==> src/rtl/itx_pkg.sv <==
// package for the isochronous transmit header control block
package itx_pkg;

  // register map
  localparam logic [7:0]  ITX_CTRL_OFFS = 8'h34;
  localparam logic [31:0] ITX_CTRL_RST  = 32'h0000_0000;

  // control field positions
  localparam int TAG_LSB   = 14;
  localparam int CHAN_LSB  = 8;
  localparam int SPEED_LSB = 4;
  localparam int SYNC_LSB  = 0;
  localparam int SYNC_KEY_BIT = 1;

  // speed codes
  localparam logic [1:0] SPD_100 = 2'h0;
  localparam logic [1:0] SPD_200 = 2'h1;
  localparam logic [1:0] SPD_400 = 2'h2;
  localparam logic [1:0] SPD_RSV = 2'h3;

  // axi responses
  localparam logic [1:0] RESP_OKAY   = 2'h0;
  localparam logic [1:0] RESP_SLVERR = 2'h2;

  // header fields handed to the packet builder
  typedef struct packed {
    logic [1:0] tag;
    logic [5:0] chan;
    logic [1:0] speed;
    logic [3:0] sync;
  } itx_hdr_t;

  // av port byte with its key state
  typedef struct packed {
    logic       sop;
    logic       key;
    logic [7:0] data;
  } itx_byte_t;

endpackage

==> src/rtl/itx_hdr_ctrl.sv <==
// isochronous transmit header control with axi4-lite control register
//
// Implementation choice: the AXI4-Lite slave port.
`timescale 1ns/1ps

// Functional notes
// - the programmed two-bit tag goes into every sent packet header.
// - the programmed six-bit channel goes into every sent packet header.
// - the two-bit speed field selects 100, 200 or 400 Mb/s; 11 is reserved.
// - the four-bit sync field is read-only and goes into every header.
// - sync bit 1 is the packet key parity, 0 even and 1 odd, from the pin.
// - the key pin is sampled at the av clock edge taking a packet's 1st byte.
// - each packet's key state travels with it through the fifo to the bus.
// - on receive the output key stays constant for all bytes of a packet.
module itx_hdr_ctrl
  import itx_pkg::*;
(
  input  wire logic        clk_sys_i,
  input  wire logic        nrst_i,
  // axi4-lite slave
  input  wire logic [7:0]  s_axi_awaddr_i,
  input  wire logic        s_axi_awvalid_i,
  output logic             s_axi_awready_o,
  input  wire logic [31:0] s_axi_wdata_i,
  input  wire logic [3:0]  s_axi_wstrb_i,
  input  wire logic        s_axi_wvalid_i,
  output logic             s_axi_wready_o,
  output logic [1:0]       s_axi_bresp_o,
  output logic             s_axi_bvalid_o,
  input  wire logic        s_axi_bready_i,
  input  wire logic [7:0]  s_axi_araddr_i,
  input  wire logic        s_axi_arvalid_i,
  output logic             s_axi_arready_o,
  output logic [31:0]      s_axi_rdata_o,
  output logic [1:0]       s_axi_rresp_o,
  output logic             s_axi_rvalid_o,
  input  wire logic        s_axi_rready_i,
  // transmit av port
  input  wire logic        av_port_clock_i,
  input  wire logic        av_tx_sop_i,
  input  wire logic        av_tx_valid_i,
  input  wire logic [7:0]  av_tx_data_i,
  input  wire logic        key_parity_pin_i,
  // byte stream toward the transmit fifo, key tagged
  output logic             tx_byte_valid_o,
  output itx_byte_t        tx_byte_o,
  output itx_hdr_t         tx_hdr_o,
  // receive side: bytes out of the receive fifo
  input  wire logic        rx_byte_valid_i,
  input  wire logic        rx_sop_i,
  input  wire logic        rx_key_i,
  output logic             rx_key_parity_o
);

  ////////////////////////////////////////////////////////////////////////////
  // state
  typedef struct packed {
    logic [1:0]  rst_sync;
    logic [2:0]  clk_sync;
    logic [1:0]  sop_sync;
    logic [1:0]  val_sync;
    logic [1:0]  key_sync;
    logic [15:0] dat_sync;
    logic        pkt_key;
    logic        awready;
    logic        wready;
    logic        aw_got;
    logic        w_got;
    logic [7:0]  aw_addr;
    logic [31:0] w_data;
    logic [3:0]  w_strb;
    logic        bvalid;
    logic [1:0]  bresp;
    logic        arready;
    logic        rvalid;
    logic [31:0] rdata;
    logic [1:0]  rresp;
    logic [1:0]  tag;
    logic [5:0]  chan;
    logic [1:0]  speed;
    logic        tx_valid;
    itx_byte_t   tx_byte;
    itx_hdr_t    hdr;
    logic        rx_key;
  } itx_state_t;

  itx_state_t st_reg;
  itx_state_t st_next;
  logic       rst_n;

  assign rst_n = st_reg.rst_sync[1];

  ////////////////////////////////////////////////////////////////////////////
  // helpers
  function automatic logic [31:0] ctrl_word(input logic [1:0] tag,
                                            input logic [5:0] chan,
                                            input logic [1:0] spd,
                                            input logic [3:0] sync);
    logic [31:0] w;
    w = 32'h0000_0000;
    w[TAG_LSB +: 2]   = tag;
    w[CHAN_LSB +: 6]  = chan;
    w[SPEED_LSB +: 2] = spd;
    w[SYNC_LSB +: 4]  = sync;
    return w;
  endfunction

  function automatic logic is_ctrl(input logic [7:0] addr);
    return addr[7:2] == ITX_CTRL_OFFS[7:2];
  endfunction

  function automatic logic [31:0] strb_merge(input logic [31:0] old_w,
                                             input logic [31:0] new_w,
                                             input logic [3:0]  strb);
    logic [31:0] m;
    m = old_w;
    for (int i = 0; i < 4; i++)
    begin
      if (strb[i])
      begin
        m[i*8 +: 8] = new_w[i*8 +: 8];
      end
    end
    return m;
  endfunction

  ////////////////////////////////////////////////////////////////////////////
  // next state
  always_comb
  begin
    logic [31:0] cur;
    logic [31:0] wr;
    logic        av_rise;
    st_next = st_reg;
    cur = 32'h0000_0000;
    wr = 32'h0000_0000;
    av_rise = 1'b0;

    st_next.rst_sync = {st_reg.rst_sync[0], 1'b1};

    // av port inputs through two flops before use
    st_next.clk_sync = {st_reg.clk_sync[1:0], av_port_clock_i};
    st_next.sop_sync = {st_reg.sop_sync[0], av_tx_sop_i};
    st_next.val_sync = {st_reg.val_sync[0], av_tx_valid_i};
    st_next.key_sync = {st_reg.key_sync[0], key_parity_pin_i};
    st_next.dat_sync = {st_reg.dat_sync[7:0], av_tx_data_i};
    av_rise = st_reg.clk_sync[1] & ~st_reg.clk_sync[2];

    cur = ctrl_word(st_reg.tag, st_reg.chan, st_reg.speed, st_reg.hdr.sync);

    // av byte capture on each av clock rising edge
    st_next.tx_valid = 1'b0;
    if (av_rise && st_reg.val_sync[1])
    begin
      if (st_reg.sop_sync[1])
      begin
        st_next.pkt_key = st_reg.key_sync[1];
      end
      st_next.tx_valid = 1'b1;
      st_next.tx_byte.sop = st_reg.sop_sync[1];
      st_next.tx_byte.key = st_reg.sop_sync[1] ? st_reg.key_sync[1]
                                               : st_reg.pkt_key;
      st_next.tx_byte.data = st_reg.dat_sync[15:8];
    end

    // header fields presented with every packet
    st_next.hdr.tag = st_reg.tag;
    st_next.hdr.chan = st_reg.chan;
    st_next.hdr.speed = st_reg.speed;
    st_next.hdr.sync = 4'h0;
    st_next.hdr.sync[SYNC_KEY_BIT] = st_next.pkt_key;

    // receive key held for a whole packet
    if (rx_byte_valid_i && rx_sop_i)
    begin
      st_next.rx_key = rx_key_i;
    end

    // axi write channels
    if (s_axi_awvalid_i && st_reg.awready)
    begin
      st_next.aw_got = 1'b1;
      st_next.aw_addr = s_axi_awaddr_i;
      st_next.awready = 1'b0;
    end

    if (s_axi_wvalid_i && st_reg.wready)
    begin
      st_next.w_got = 1'b1;
      st_next.w_data = s_axi_wdata_i;
      st_next.w_strb = s_axi_wstrb_i;
      st_next.wready = 1'b0;
    end

    // both halves in: apply and answer
    if (st_reg.aw_got && st_reg.w_got && !st_reg.bvalid)
    begin
      st_next.aw_got = 1'b0;
      st_next.w_got = 1'b0;
      st_next.bvalid = 1'b1;
      if (is_ctrl(st_reg.aw_addr))
      begin
        st_next.bresp = RESP_OKAY;
        wr = strb_merge(cur, st_reg.w_data, st_reg.w_strb);
        st_next.tag = wr[TAG_LSB +: 2];
        st_next.chan = wr[CHAN_LSB +: 6];
        if (wr[SPEED_LSB +: 2] != SPD_RSV)
        begin
          st_next.speed = wr[SPEED_LSB +: 2];
        end
        // sync and unassigned bits ignore writes
      end
      else
      begin
        st_next.bresp = RESP_SLVERR;
      end
    end

    // response taken: reopen the write channels
    if (st_reg.bvalid && s_axi_bready_i)
    begin
      st_next.bvalid = 1'b0;
      st_next.awready = 1'b1;
      st_next.wready = 1'b1;
    end

    // write channels open once nothing is pending
    if (!st_reg.bvalid && !st_reg.aw_got && !st_reg.w_got
        && !st_reg.awready && !st_reg.wready)
    begin
      st_next.awready = 1'b1;
      st_next.wready = 1'b1;
    end

    // axi read channel
    if (s_axi_arvalid_i && st_reg.arready)
    begin
      st_next.arready = 1'b0;
      st_next.rvalid = 1'b1;
      if (is_ctrl(s_axi_araddr_i))
      begin
        st_next.rdata = cur;
        st_next.rresp = RESP_OKAY;
      end
      else
      begin
        st_next.rdata = 32'h0000_0000;
        st_next.rresp = RESP_SLVERR;
      end
    end

    // read answered: reopen the address channel
    if (st_reg.rvalid && s_axi_rready_i)
    begin
      st_next.rvalid = 1'b0;
      st_next.arready = 1'b1;
    end

    // read channel opens once nothing is pending
    if (!st_reg.rvalid && !st_reg.arready)
    begin
      st_next.arready = 1'b1;
    end

    // everything but the reset synchroniser held until release
    if (!rst_n)
    begin
      st_next = '0;
      st_next.rst_sync = {st_reg.rst_sync[0], 1'b1};
    end
  end

  ////////////////////////////////////////////////////////////////////////////
  // registers
  always_ff @(posedge clk_sys_i or negedge nrst_i)
  begin
    if (!nrst_i)
    begin
      st_reg <= '0;
    end
    else
    begin
      st_reg <= st_next;
    end
  end

  ////////////////////////////////////////////////////////////////////////////
  // outputs
  assign s_axi_awready_o = st_reg.awready;
  assign s_axi_wready_o  = st_reg.wready;
  assign s_axi_bvalid_o  = st_reg.bvalid;
  assign s_axi_bresp_o   = st_reg.bresp;
  assign s_axi_arready_o = st_reg.arready;
  assign s_axi_rvalid_o  = st_reg.rvalid;
  assign s_axi_rdata_o   = st_reg.rdata;
  assign s_axi_rresp_o   = st_reg.rresp;
  assign tx_byte_valid_o = st_reg.tx_valid;
  assign tx_byte_o       = st_reg.tx_byte;
  assign tx_hdr_o        = st_reg.hdr;
  assign rx_key_parity_o = st_reg.rx_key;

endmodule

==> config.mk <==
export PLATFORM = sky130hd
export DESIGN_NAME = itx_hdr_ctrl
export DESIGN_NICKNAME = d
export VERILOG_FILES = /design/src/rtl/itx_pkg.sv /design/src/rtl/itx_hdr_ctrl.sv
export SDC_FILE = /design/constraint.sdc
export NUM_CORES = 1
export LEC_CHECK = 0
export BUFFER_PORTS_ARGS = -buffer_cell sky130_fd_sc_hd__buf_2
export CORE_MARGIN = 2
export CORE_UTILIZATION = 45
export CTS_CLUSTER_SIZE = 10
export DETAILED_ROUTE_END_ITERATION = 16
export PLACE_DENSITY = 0.73
export SLEW_MARGIN = 20
export SYNTH_ARGS = -nofsm -noshare
export SYNTH_HDL_FRONTEND = slang
export SYNTH_SLANG_ARGS = --single-unit
==> constraint.sdc <==
create_clock -name clk_sys_i -period 3.1 [get_ports clk_sys_i]
set_clock_uncertainty 0.05 [all_clocks]
set_input_delay 0.155 -clock clk_sys_i [delete_from_list [all_inputs] [get_ports clk_sys_i]]
set_output_delay 0.155 -clock clk_sys_i [all_outputs]
set_load 0.02 [all_outputs]
==> flow_summary.toml, run 1 <==
[run_status]
status = "finished, final reports clean"

[cts]
cts_buffers = 9
clk_latency_ns = 0.36
root_buffer = "clkbuf_8"
ctsHtreeMaxLevel = 3
clock-sinks = 98
cts_tree = "yes"
path_clk_slew_ns = 0.09
cts-resized-gates = 0
post_cts_buffers = 0
cts_max_path_buffers = 2

[worst_setup_path]
slowest_delay_ns = 0.52
slowest_stage = "and3_1"
end_kind = "flip-flop"
worstReg2RegStart = "st_reg[114]$_DFFE_PN0P_"
crit_chain = "nand4b_1 -> nor3_1 -> and3_1 -> mux2i_1"
r2r-end = "st_reg[30]$_DFFE_PN0P_"
rrSetupSlack_ns = 1.39
cp.arrival_ns = 1.93
cp-startpoint = "st_reg[114]$_DFFE_PN0P_"
worstPathRequired_ns = 3.32
cp-start-kind = "flip-flop"
ff2ff_path_depth = 4
cp_max_fo = 8
worstSetupPathType = "flip-flop to flip-flop"

[route]
wl_met2_mm = 3.78
highest_layer = "met4"
met1_length_mm = 3.33
wl_met3_microns = 321
viasPerCell = 4.67
ant_nets = 0
dr.pass1.iters = 4
drt_iter0_markers = 74
wl_per_cell_microns = 12.8
totalWireLength_mm = 7.50
vias = 2734
drcViolationCount = 0

[floorplan]
start_util_pct = 46.0
rows = 35
die_h_microns = 101
core-area_sq_um = 9150
die_w_microns = 101
io-pin-count = 141
die_area_sq_um = 10100

[timing]
hold_viol = 0
finalCriticalPeriod_ns = 1.71
setup_viol = 0
slew_headroom_pct = 50.2
fin_setup_tns_ns = 0
clock.fmax_mhz = 584
slew_violations = 0
worstMarginPinSlew_ns = 0.747
worst_hold_slack_ns = 0.00640
fin_crit_sh_pct = 55.2
rsz0062_at_grt = "false"

[synth]
yosys_warnings = 0
synthTopCellsByArea = "dfrtp_1 58%, buf_4 11%, nand2_1 7.3%"
synth-seq-cells = 98
yosysTopAreaCell = "dfrtp_1"
synth_cell_type_count = 31
synth_edf_count = 0
postSynthCellCount = 394
syn_avg_cell_area_sq_um = 10.7
syn_area_sq_um = 4210
ys.flop_type = "dfrtp_1"
synth-seq-area-share_pct = 58.2
synth_top_area_share_pct = 58.2
synthArstFlopShare_pct = 100

[power_and_ir_drop]
p_clk_share_pct = 34.8
p_leak_nw = 2.48
vdd_drop_max_mv = 0.227
p_int_mw = 1.81
power-per-cell-area_nw_per_um2 = 506
p_sw_mw = 0.650
switching_share_pct = 26.5
seq_power_share_pct = 55.4
p_comb_share_pct = 9.8

[min_path]
hold_end = "st_reg[84]$_DFFE_PN0P_"
worstHoldStart = "s_axi_wdata_i[5]"
hp-class = "input pin to flip-flop"
whs_path_depth = 3

[global_route]
grt_pass1_wl_mm = 12.6
grt_pass1_vias = 2655
track_usage_pct = 15.8
grt_remaining_overflow = 0
grt_max_degree = 86
antenna_found_initial = 0

[job]
maxCapViolations = 0

[cells_and_area]
final_common_cell = "dfrtp_1"
layout-drive-gt1-share_pct = 23.6
syn_to_final_growth_pct = 15.4
final_cell_mix = "97 x dfrtp_1, 85 x buf_2, 82 x nand2_1"
diodes = 0
final_nets = 543
largest_reg_flops = 56

[place]
portBuffers = 86
dp_hpwl_mm = 4.95
globalplace.congestion = 0.774
critical path, delay by kind of cell, from the launching register on:
kind             cells  cell delay [ns]
and+or+nand+nor      3             0.94
DFF                  1             0.38
muxes                1             0.25
how the worst max path moves through the flow:
stage	cells past startpoint	end	slack, ns
2_1_floorplan	3	st_reg[27]$_DFFE_PN0P_	1.47
3_3_place_gp	4	st_reg[35]$_DFFE_PN0P_	1.43
3_5_place_dp	4	st_reg[29]$_DFFE_PN0P_	1.36
4_1_cts	4	st_reg[29]$_DFFE_PN0P_	1.34
5_1_grt	4	st_reg[35]$_DFFE_PN0P_	1.21
6_report	4	st_reg[30]$_DFFE_PN0P_	1.39
synthesized netlist by cell type, types with 3 or more instances:
library cell,number
a21boi_0,32
a21oi_1,3
a32o_1,3
and2_1,31
buf_4,60
clkbuf_1,14
dfrtp_1,98
inv_1,8
mux2i_1,11
nand2_1,82
nand3_1,9
nor2_1,5
o21ai_0,12
what timing repair did:
item,CTS,global route
setup endpoints to repair,0,0
endpoints found under the hold margin,109,0
hold buffers,26,0
power groups by stage:
stage	sequential (mW)	combinational (mW)	clock [mW]
final	1.36	0.241	0.855
after global routing	1.37	0.275	0.936
after CTS	1.36	0.243	0.888
after detailed placement	1.39	0.218	0
after global placement	1.38	0.213	0
after floorplan	1.38	0.156	0
cell type report:
class                   count  area (sq um)
clock buffers               9           124
clock inverters             7          85.1
fillers                   813          4290
inverters                   8          30.0
multi-input cells         237          1310
flip-flops and latches     98          2450
well taps                 111           139
repair buffers            115           719
per-layer routing:
layer  global-route usage [%]  vias to the layer above
met5                        0                        -
met4                     5.80                        0
met3                     2.70                        6
met2                     25.8                       80
met1                     21.1                     1311
li1                         -                     1337
per-stage QoR:
step           worst slack [ns]  instances  instance area [sq um]  util, %  power [mW]
3_3_place_gp               1.43        543                   4390     47.9        1.60
2_1_floorplan              1.47        419                   4300        -        1.54
5_1_grt                    1.21        585                   4860     53.1        2.58
3_5_place_dp               1.36        543                   4390     47.9        1.60
6_report                   1.39        585                   4860     53.1        2.46
4_1_cts                    1.34        585                   4860     53.1        2.49
cells by family (layout without fill, tap and decap cells):
logic type,after synthesis,count (layout),synth area share (%)
AO/OA/AOI/OAI,53,53,8.97
buffers and inverters,84,139,12.9
flip-flops,98,98,58.2
multiplexers,13,13,3.15
other,2,27,0.178
AND/OR/NAND/NOR,144,144,16.6
No activity file was read; power rests on OpenSTA's default activity.
==> inputs of run 2 (changes only) <==
--- a/config.mk
+++ b/config.mk
@@ -5,6 +5,7 @@
 export SDC_FILE = /design/constraint.sdc
 export NUM_CORES = 1
 export LEC_CHECK = 0
+export ABC_AREA = 1
 export BUFFER_PORTS_ARGS = -buffer_cell sky130_fd_sc_hd__buf_2
 export CORE_MARGIN = 2
 export CORE_UTILIZATION = 45
==> constraint.sdc (replaced) <==
create_clock -name clk_sys_i -period 1.7 [get_ports clk_sys_i]
set_clock_uncertainty 0.05 [all_clocks]
set_input_delay 0.085 -clock clk_sys_i [delete_from_list [all_inputs] [get_ports clk_sys_i]]
set_output_delay 0.085 -clock clk_sys_i [all_outputs]
set_load 0.02 [all_outputs]
==> run 2 against run 1 <==
Cell count is 14% higher. Highest routed layer unchanged. Die area is 0.43% lower. Total power is 90% higher. Sequential share of layout area is 1.4 points lower. Critical endpoint is now st_reg[33]$_DFFE_PN0P_. Worst hold slack better by 0.010 ns. Global-route usage is 0.50 points higher. Sequential cell count stayed put. Non-clock buffer count is 22 higher.
==> flow_summary.toml, run 2 <==
[cells_and_area]
final_common_cell = "nand2_1"
final_cell_mix = "122 x nand2_1, 97 x dfrtp_1, 85 x buf_2"
diodes = 0
final_area_sq_um = 5000
final_nets = 622
layout-drive-gt1-share_pct = 22.6
seq_area_sq_um = 2450
multiInputGateArea_sq_um = 1090
syn_to_final_growth_pct = 19.3
largest_reg_flops = 56
n_fill_cell = 804

[global_route]
track_usage_pct = 16.3
grt_remaining_overflow = 0
grt_pass1_vias = 2861
antenna_found_initial = 0
grt_pass1_wl_mm = 13.0
grt_max_degree = 47

[place]
place_ws_ns = 0.289
portBuffers = 86
dp_hpwl_mm = 5.33
dpl_cell_area_sq_um = 4420
globalplace.congestion = 0.808

[power_and_ir_drop]
seq_power_share_pct = 54.9
switching_share_pct = 29.5
p_total_mw = 4.67
vdd_drop_max_mv = 0.508
power-per-cell-area_nw_per_um2 = 933
p_leak_nw = 2.88
p_int_mw = 3.29
p_comb_share_pct = 15.0
p_clk_share_pct = 30.1
p_sw_mw = 1.38

[synth]
synth_common_cells = "122 x nand2_1, 98 x dfrtp_1, 61 x buf_4, 54 x inv_1, 35 x o21ai_0"
syn_area_sq_um = 4190
ys.flop_type = "dfrtp_1"
postSynthCellCount = 452
synth_edf_count = 0
synth-seq-cells = 98
yosys_warnings = 0
synth_cell_type_count = 20
yosysTopAreaCell = "dfrtp_1"
synthTopCellsByArea = "dfrtp_1 59%, buf_4 11%, nand2_1 11%"
synthArstFlopShare_pct = 100
syn_avg_cell_area_sq_um = 9.27
synth_most_common_cell = "nand2_1"
synth-seq-area-share_pct = 58.5
synth_top_area_share_pct = 58.5

[timing]
fin_setup_tns_ns = 0
setup_ws_ns = 0.264
hold_viol = 0
finalCriticalPeriod_ns = 1.44
rsz0062_at_grt = "false"
worst_hold_slack_ns = 0.0165
fin_crit_sh_pct = 84.5
slew_headroom_pct = 63.6
setup_viol = 0
clock.fmax_mhz = 696
worstMarginPinSlew_ns = 0.545
slew_violations = 0

[min_path]
worstHoldStart = "s_axi_wvalid_i"
whs_path_depth = 3
hp-class = "input pin to flip-flop"
hold_end = "st_reg[119]$_DFFE_PN0P_"

[cts]
cts_max_path_buffers = 2
clk_latency_ns = 0.36
cts_buffers = 9
path_clk_slew_ns = 0.10
clock-sinks = 98
cts_tree = "yes"
root_buffer = "clkbuf_8"
ctsHtreeMaxLevel = 3

[worst_setup_path]
ff2ff_path_depth = 6
end_kind = "flip-flop"
cp_max_fo = 16
cp.arrival_ns = 1.63
rrSetupSlack_ns = 0.26
cp-start-kind = "flip-flop"
worstPathRequired_ns = 1.89
worstSetupPathType = "flip-flop to flip-flop"
cp-startpoint = "s_axi_bvalid_o$_DFFE_PN0P_"
r2r-end = "st_reg[33]$_DFFE_PN0P_"
worstReg2RegStart = "s_axi_bvalid_o$_DFFE_PN0P_"

[route]
totalWireLength_mm = 7.66
dr.pass1.iters = 4
ant_nets = 0
viasPerCell = 4.52
vias = 3001
drt_iter0_markers = 156
drcViolationCount = 0
wl_per_cell_microns = 11.5

[floorplan]
die_h_microns = 101
start_util_pct = 45.8
die_w_microns = 101
die_area_sq_um = 10100
io-pin-count = 141
rows = 35
core-area_sq_um = 9150

[run_status]
status = "finished, final reports clean"

[job]
maxCapViolations = 0
-- run 2: cell types whose count changed in the layout (fill, tap and decap cells not counted), sizes merged, moves of 6 or more --
cell,delta
and2,-31
mux2i,-11
a21oi,+6
nand3,+23
o21ai,+32
nand2,+41
inv,+45
dlygate4sd3,+13
buf,+9
a21boi,-32
-- run 2: worst max-delay path by stage --
| stage | endpoint | slack, ns | cells after the start |
|---|---|---|---|
| 2_1_floorplan | st_reg[33]$_DFFE_PN0P_ | 0.35 | 7 |
| 5_1_grt | s_axi_rdata_o[10]$_DFFE_PN0P_ | 0.09 | 5 |
| 6_report | st_reg[33]$_DFFE_PN0P_ | 0.26 | 6 |
| 3_5_place_dp | st_reg[33]$_DFFE_PN0P_ | 0.29 | 6 |
| 3_3_place_gp | st_reg[33]$_DFFE_PN0P_ | 0.31 | 6 |
| 4_1_cts | s_axi_rdata_o[10]$_DFFE_PN0P_ | 0.26 | 5 |
-- run 2: cells by family (layout without fill, tap and decap cells) --
kind of cell	Yosys count	after routing	synth area share [%]
AOI/OAI and AO/OA	54	54	7.22
and+or+nand+nor	167	167	16.4
buffers and inverters	131	207	17.6
DFF	98	98	58.5
other	2	27	0.179
-- run 2: layer usage --
layer  GRT usage [%]  share of wire (%)  vias up
li1                -                  -     1497
met1            21.1                 43     1410
met2            27.0                 50       80
met3            2.64                4.4       14
met4            7.17                2.3        0
met5               0                  0        -
-- run 2: per-stage QoR --
step	util, %	std cells
after floorplan	-	477
after global placement	48.3	609
after detailed placement	48.3	609
after CTS	54.6	664
after global routing	54.6	664
final	54.6	664
-- run 2: area by class of cell --
cell class / count / area share (%)
multi-input cells: 248 / 21.9
clock inverters: 7 / 1.25
clock buffers: 9 / 2.48
flip-flops and latches: 98 / 49.1
inverters: 54 / 4.05
repair buffers: 137 / 18.5
well taps: 111 / 2.78
-- run 2: repair_timing --
action | 4_1_cts | 5_1_grt
hold endpoints to repair | 133 | 0
hold buffers | 39 | 0
setup buffers | 0 | 0
gates resized for setup | 0 | 0
-- run 2: critical path, cell delays in order (launching register included) --
cell     delay, ns
dfrtp_1       0.40
inv_1         0.10
nand3_2       0.11
o21ai_1       0.17
nand2_2       0.26
nand2_1       0.16
o21ai_2       0.06
-- run 2: power groups by stage --
| stage | Clock (mW) | Combinational, mW | Sequential, mW |
|---|---|---|---|
| after floorplan | 0 | 0.438 | 2.63 |
| after global placement | 0 | 0.616 | 2.60 |
| after detailed placement | 0 | 0.634 | 2.61 |
| after CTS | 1.44 | 0.706 | 2.56 |
| after global routing | 1.55 | 0.794 | 2.58 |
| final | 1.40 | 0.701 | 2.56 |
==> inputs of run 3 (changes only) <==
==> constraint.sdc (replaced) <==
create_clock -name clk_sys_i -period 1.4 [get_ports clk_sys_i]
set_clock_uncertainty 0.05 [all_clocks]
set_input_delay 0.07 -clock clk_sys_i [delete_from_list [all_inputs] [get_ports clk_sys_i]]
set_output_delay 0.07 -clock clk_sys_i [all_outputs]
set_load 0.02 [all_outputs]
==> run 3 against run 2 <==
Non-clock buffer count is 6 higher. Register-to-register slack worse by 0.22 ns. Die area stayed put. Largest cell class unchanged. Global-route usage is 0.39 points higher. Sequential power is 22% higher. First-iteration DRC count is 12% lower. Highest routed layer unchanged. Combinational power is 28% higher. Sequential cell count stayed put. Total power is 30% higher.
==> flow_summary.toml, run 3 (synthesized netlist as in run 2, its figures left out) <==
[cells_and_area]
final_nets = 629
final_cell_mix = "119 x nand2_1, 97 x dfrtp_1, 85 x buf_2"
final_area_sq_um = 5170
diodes = 0
final_common_cell = "nand2_1"
largest_reg_flops = 56
layout-drive-gt1-share_pct = 24.5
syn_to_final_growth_pct = 23.3

[worst_setup_path]
cp-start-kind = "input pin"
path_common_cell = "dlygate4sd3_1"
crit_chain = "dlygate4sd3_1 -> buf_2 -> a21oi_1 -> dlygate4sd3_1 -> nor2_1"
cp_max_fo = 2
end_kind = "flip-flop"
worstPathRequired_ns = 1.59
worstReg2RegStart = "rst_n$_DFF_PN0_"
slowest_delay_ns = 0.60
crit_family = "buffers and inverters"
cp-startpoint = "rx_sop_i"
slowest_stage = "dlygate4sd3_1"
crit_buf_inv = 3
cp.arrival_ns = 1.55
worstSetupPathType = "input pin to flip-flop"

[cts]
clk_latency_ns = 0.35
root_buffer = "clkbuf_8"
cts_tree = "yes"
cts_buffers = 9
path_clk_slew_ns = 0.10
ctsHtreeMaxLevel = 3
clock-sinks = 98
cts_max_path_buffers = 2

[route]
drt_iter0_markers = 137
wl_met3_microns = 360
ant_nets = 0
vias = 3067
dr.pass1.iters = 5
wl_met2_mm = 4.12
highest_layer = "met4"
totalWireLength_mm = 8.09
drcViolationCount = 0
met1_length_mm = 3.50
wl_per_cell_microns = 12.1
viasPerCell = 4.57

[floorplan]
die_w_microns = 101
die_area_sq_um = 10100
io-pin-count = 141
die_h_microns = 101
core-area_sq_um = 9150
rows = 35
start_util_pct = 45.8

[power_and_ir_drop]
p_leak_nw = 2.95
power-per-cell-area_nw_per_um2 = 1180
vdd_drop_max_mv = 0.512
p_total_mw = 6.08

[timing]
hold_viol = 0
fin_crit_sh_pct = 97.2
slew_violations = 0
setup_viol = 0
rsz0062_at_grt = "true"
clock.fmax_mhz = 735
finalCriticalPeriod_ns = 1.36

[job]
maxCapViolations = 0

[global_route]
grt_max_degree = 38
grt_pass1_wl_mm = 13.2
track_usage_pct = 16.6
antenna_found_initial = 0
grt_pass1_vias = 2893
grt_remaining_overflow = 0

[place]
portBuffers = 86
dp_hpwl_mm = 5.34
globalplace.congestion = 0.799
dpl_cell_area_sq_um = 4460

[min_path]
hp-class = "input pin to asynchronous set/reset pin"

[run_status]
status = "finished, final reports clean"
-- run 3: cell count changes in the layout (fill, tap and decap cells not counted), moves of 2 or more --
| cell | previous run | this run |
|---|---|---|
| buf_4 | 12 | 14 |
| nand2_2 | 1 | 4 |
| nor3_1 | 2 | 0 |
| nor3_2 | 0 | 2 |
| buf_12 | 1 | 3 |
| nand2_1 | 122 | 119 |
| dlygate4sd3_1 | 39 | 41 |
| bufinv_16 | 0 | 2 |
-- run 3: metrics by stage --
stage	util (%)	setup WS [ns]	cells	hold slack (ns)	TNS, ns
detailed placement	48.8	0.0713	611	-0.0779	0
global route	56.4	-0.00480	671	0.0401	-0.00480
global placement	48.8	0.115	611	-0.0834	0
finish	56.4	0.0386	671	0.0752	0
CTS	55.8	0.0518	668	0.0181	0
floorplan	-	0.0467	477	-0.276	0
-- run 3: power breakdown --
part           switching (mW)  internal [mW]  total, mW
combinational           0.565          0.334      0.899
clock                   0.982           1.08       2.06
sequential              0.104           3.02       3.12
-- run 3: cell type report --
type | count | area, sq um
flip-flops and latches | 98 | 2460
inverters | 54 | 206
repair buffers | 143 | 1000
clock inverters | 6 | 96.3
clock buffers | 10 | 138
repair inverters | 1 | 7.51
fillers | 795 | 3990
multi-input cells | 248 | 1120
well taps | 111 | 139
-- run 3: per-layer routing --
metal  track usage (%)  up-vias
met4              5.80        0
met2              27.6      106
li1                  -     1510
met3              4.23        9
met5                 0        -
met1              21.4     1442
-- run 3: repair_timing --
item                                   4_1_cts  5_1_grt
setup endpoints to repair                    0       21
hold buffers                                41        0
buffers inserted                             0        2
resized for setup                            0       10
endpoints found under the hold margin      133        0
-- run 3: worst paths after layout --
path | end | slack (ns) | cells past startpoint
max | rx_key_parity_o$_DFFE_PN0P_ | 0.04 | 5
min in group clk_sys_i | rx_key_parity_o$_DFFE_PN0P_ | 0.08 | 4
max in group asynchronous | tx_byte_valid_o$_DFF_PN0_ | 0.73 | 3
min reg2reg | rst_n$_DFF_PN0_ | 0.31 | 0
max reg2reg | st_reg[29]$_DFFE_PN0P_ | 0.04 | 6
min | tx_hdr_o[5]$_DFF_PN0_ | 0.08 | 2
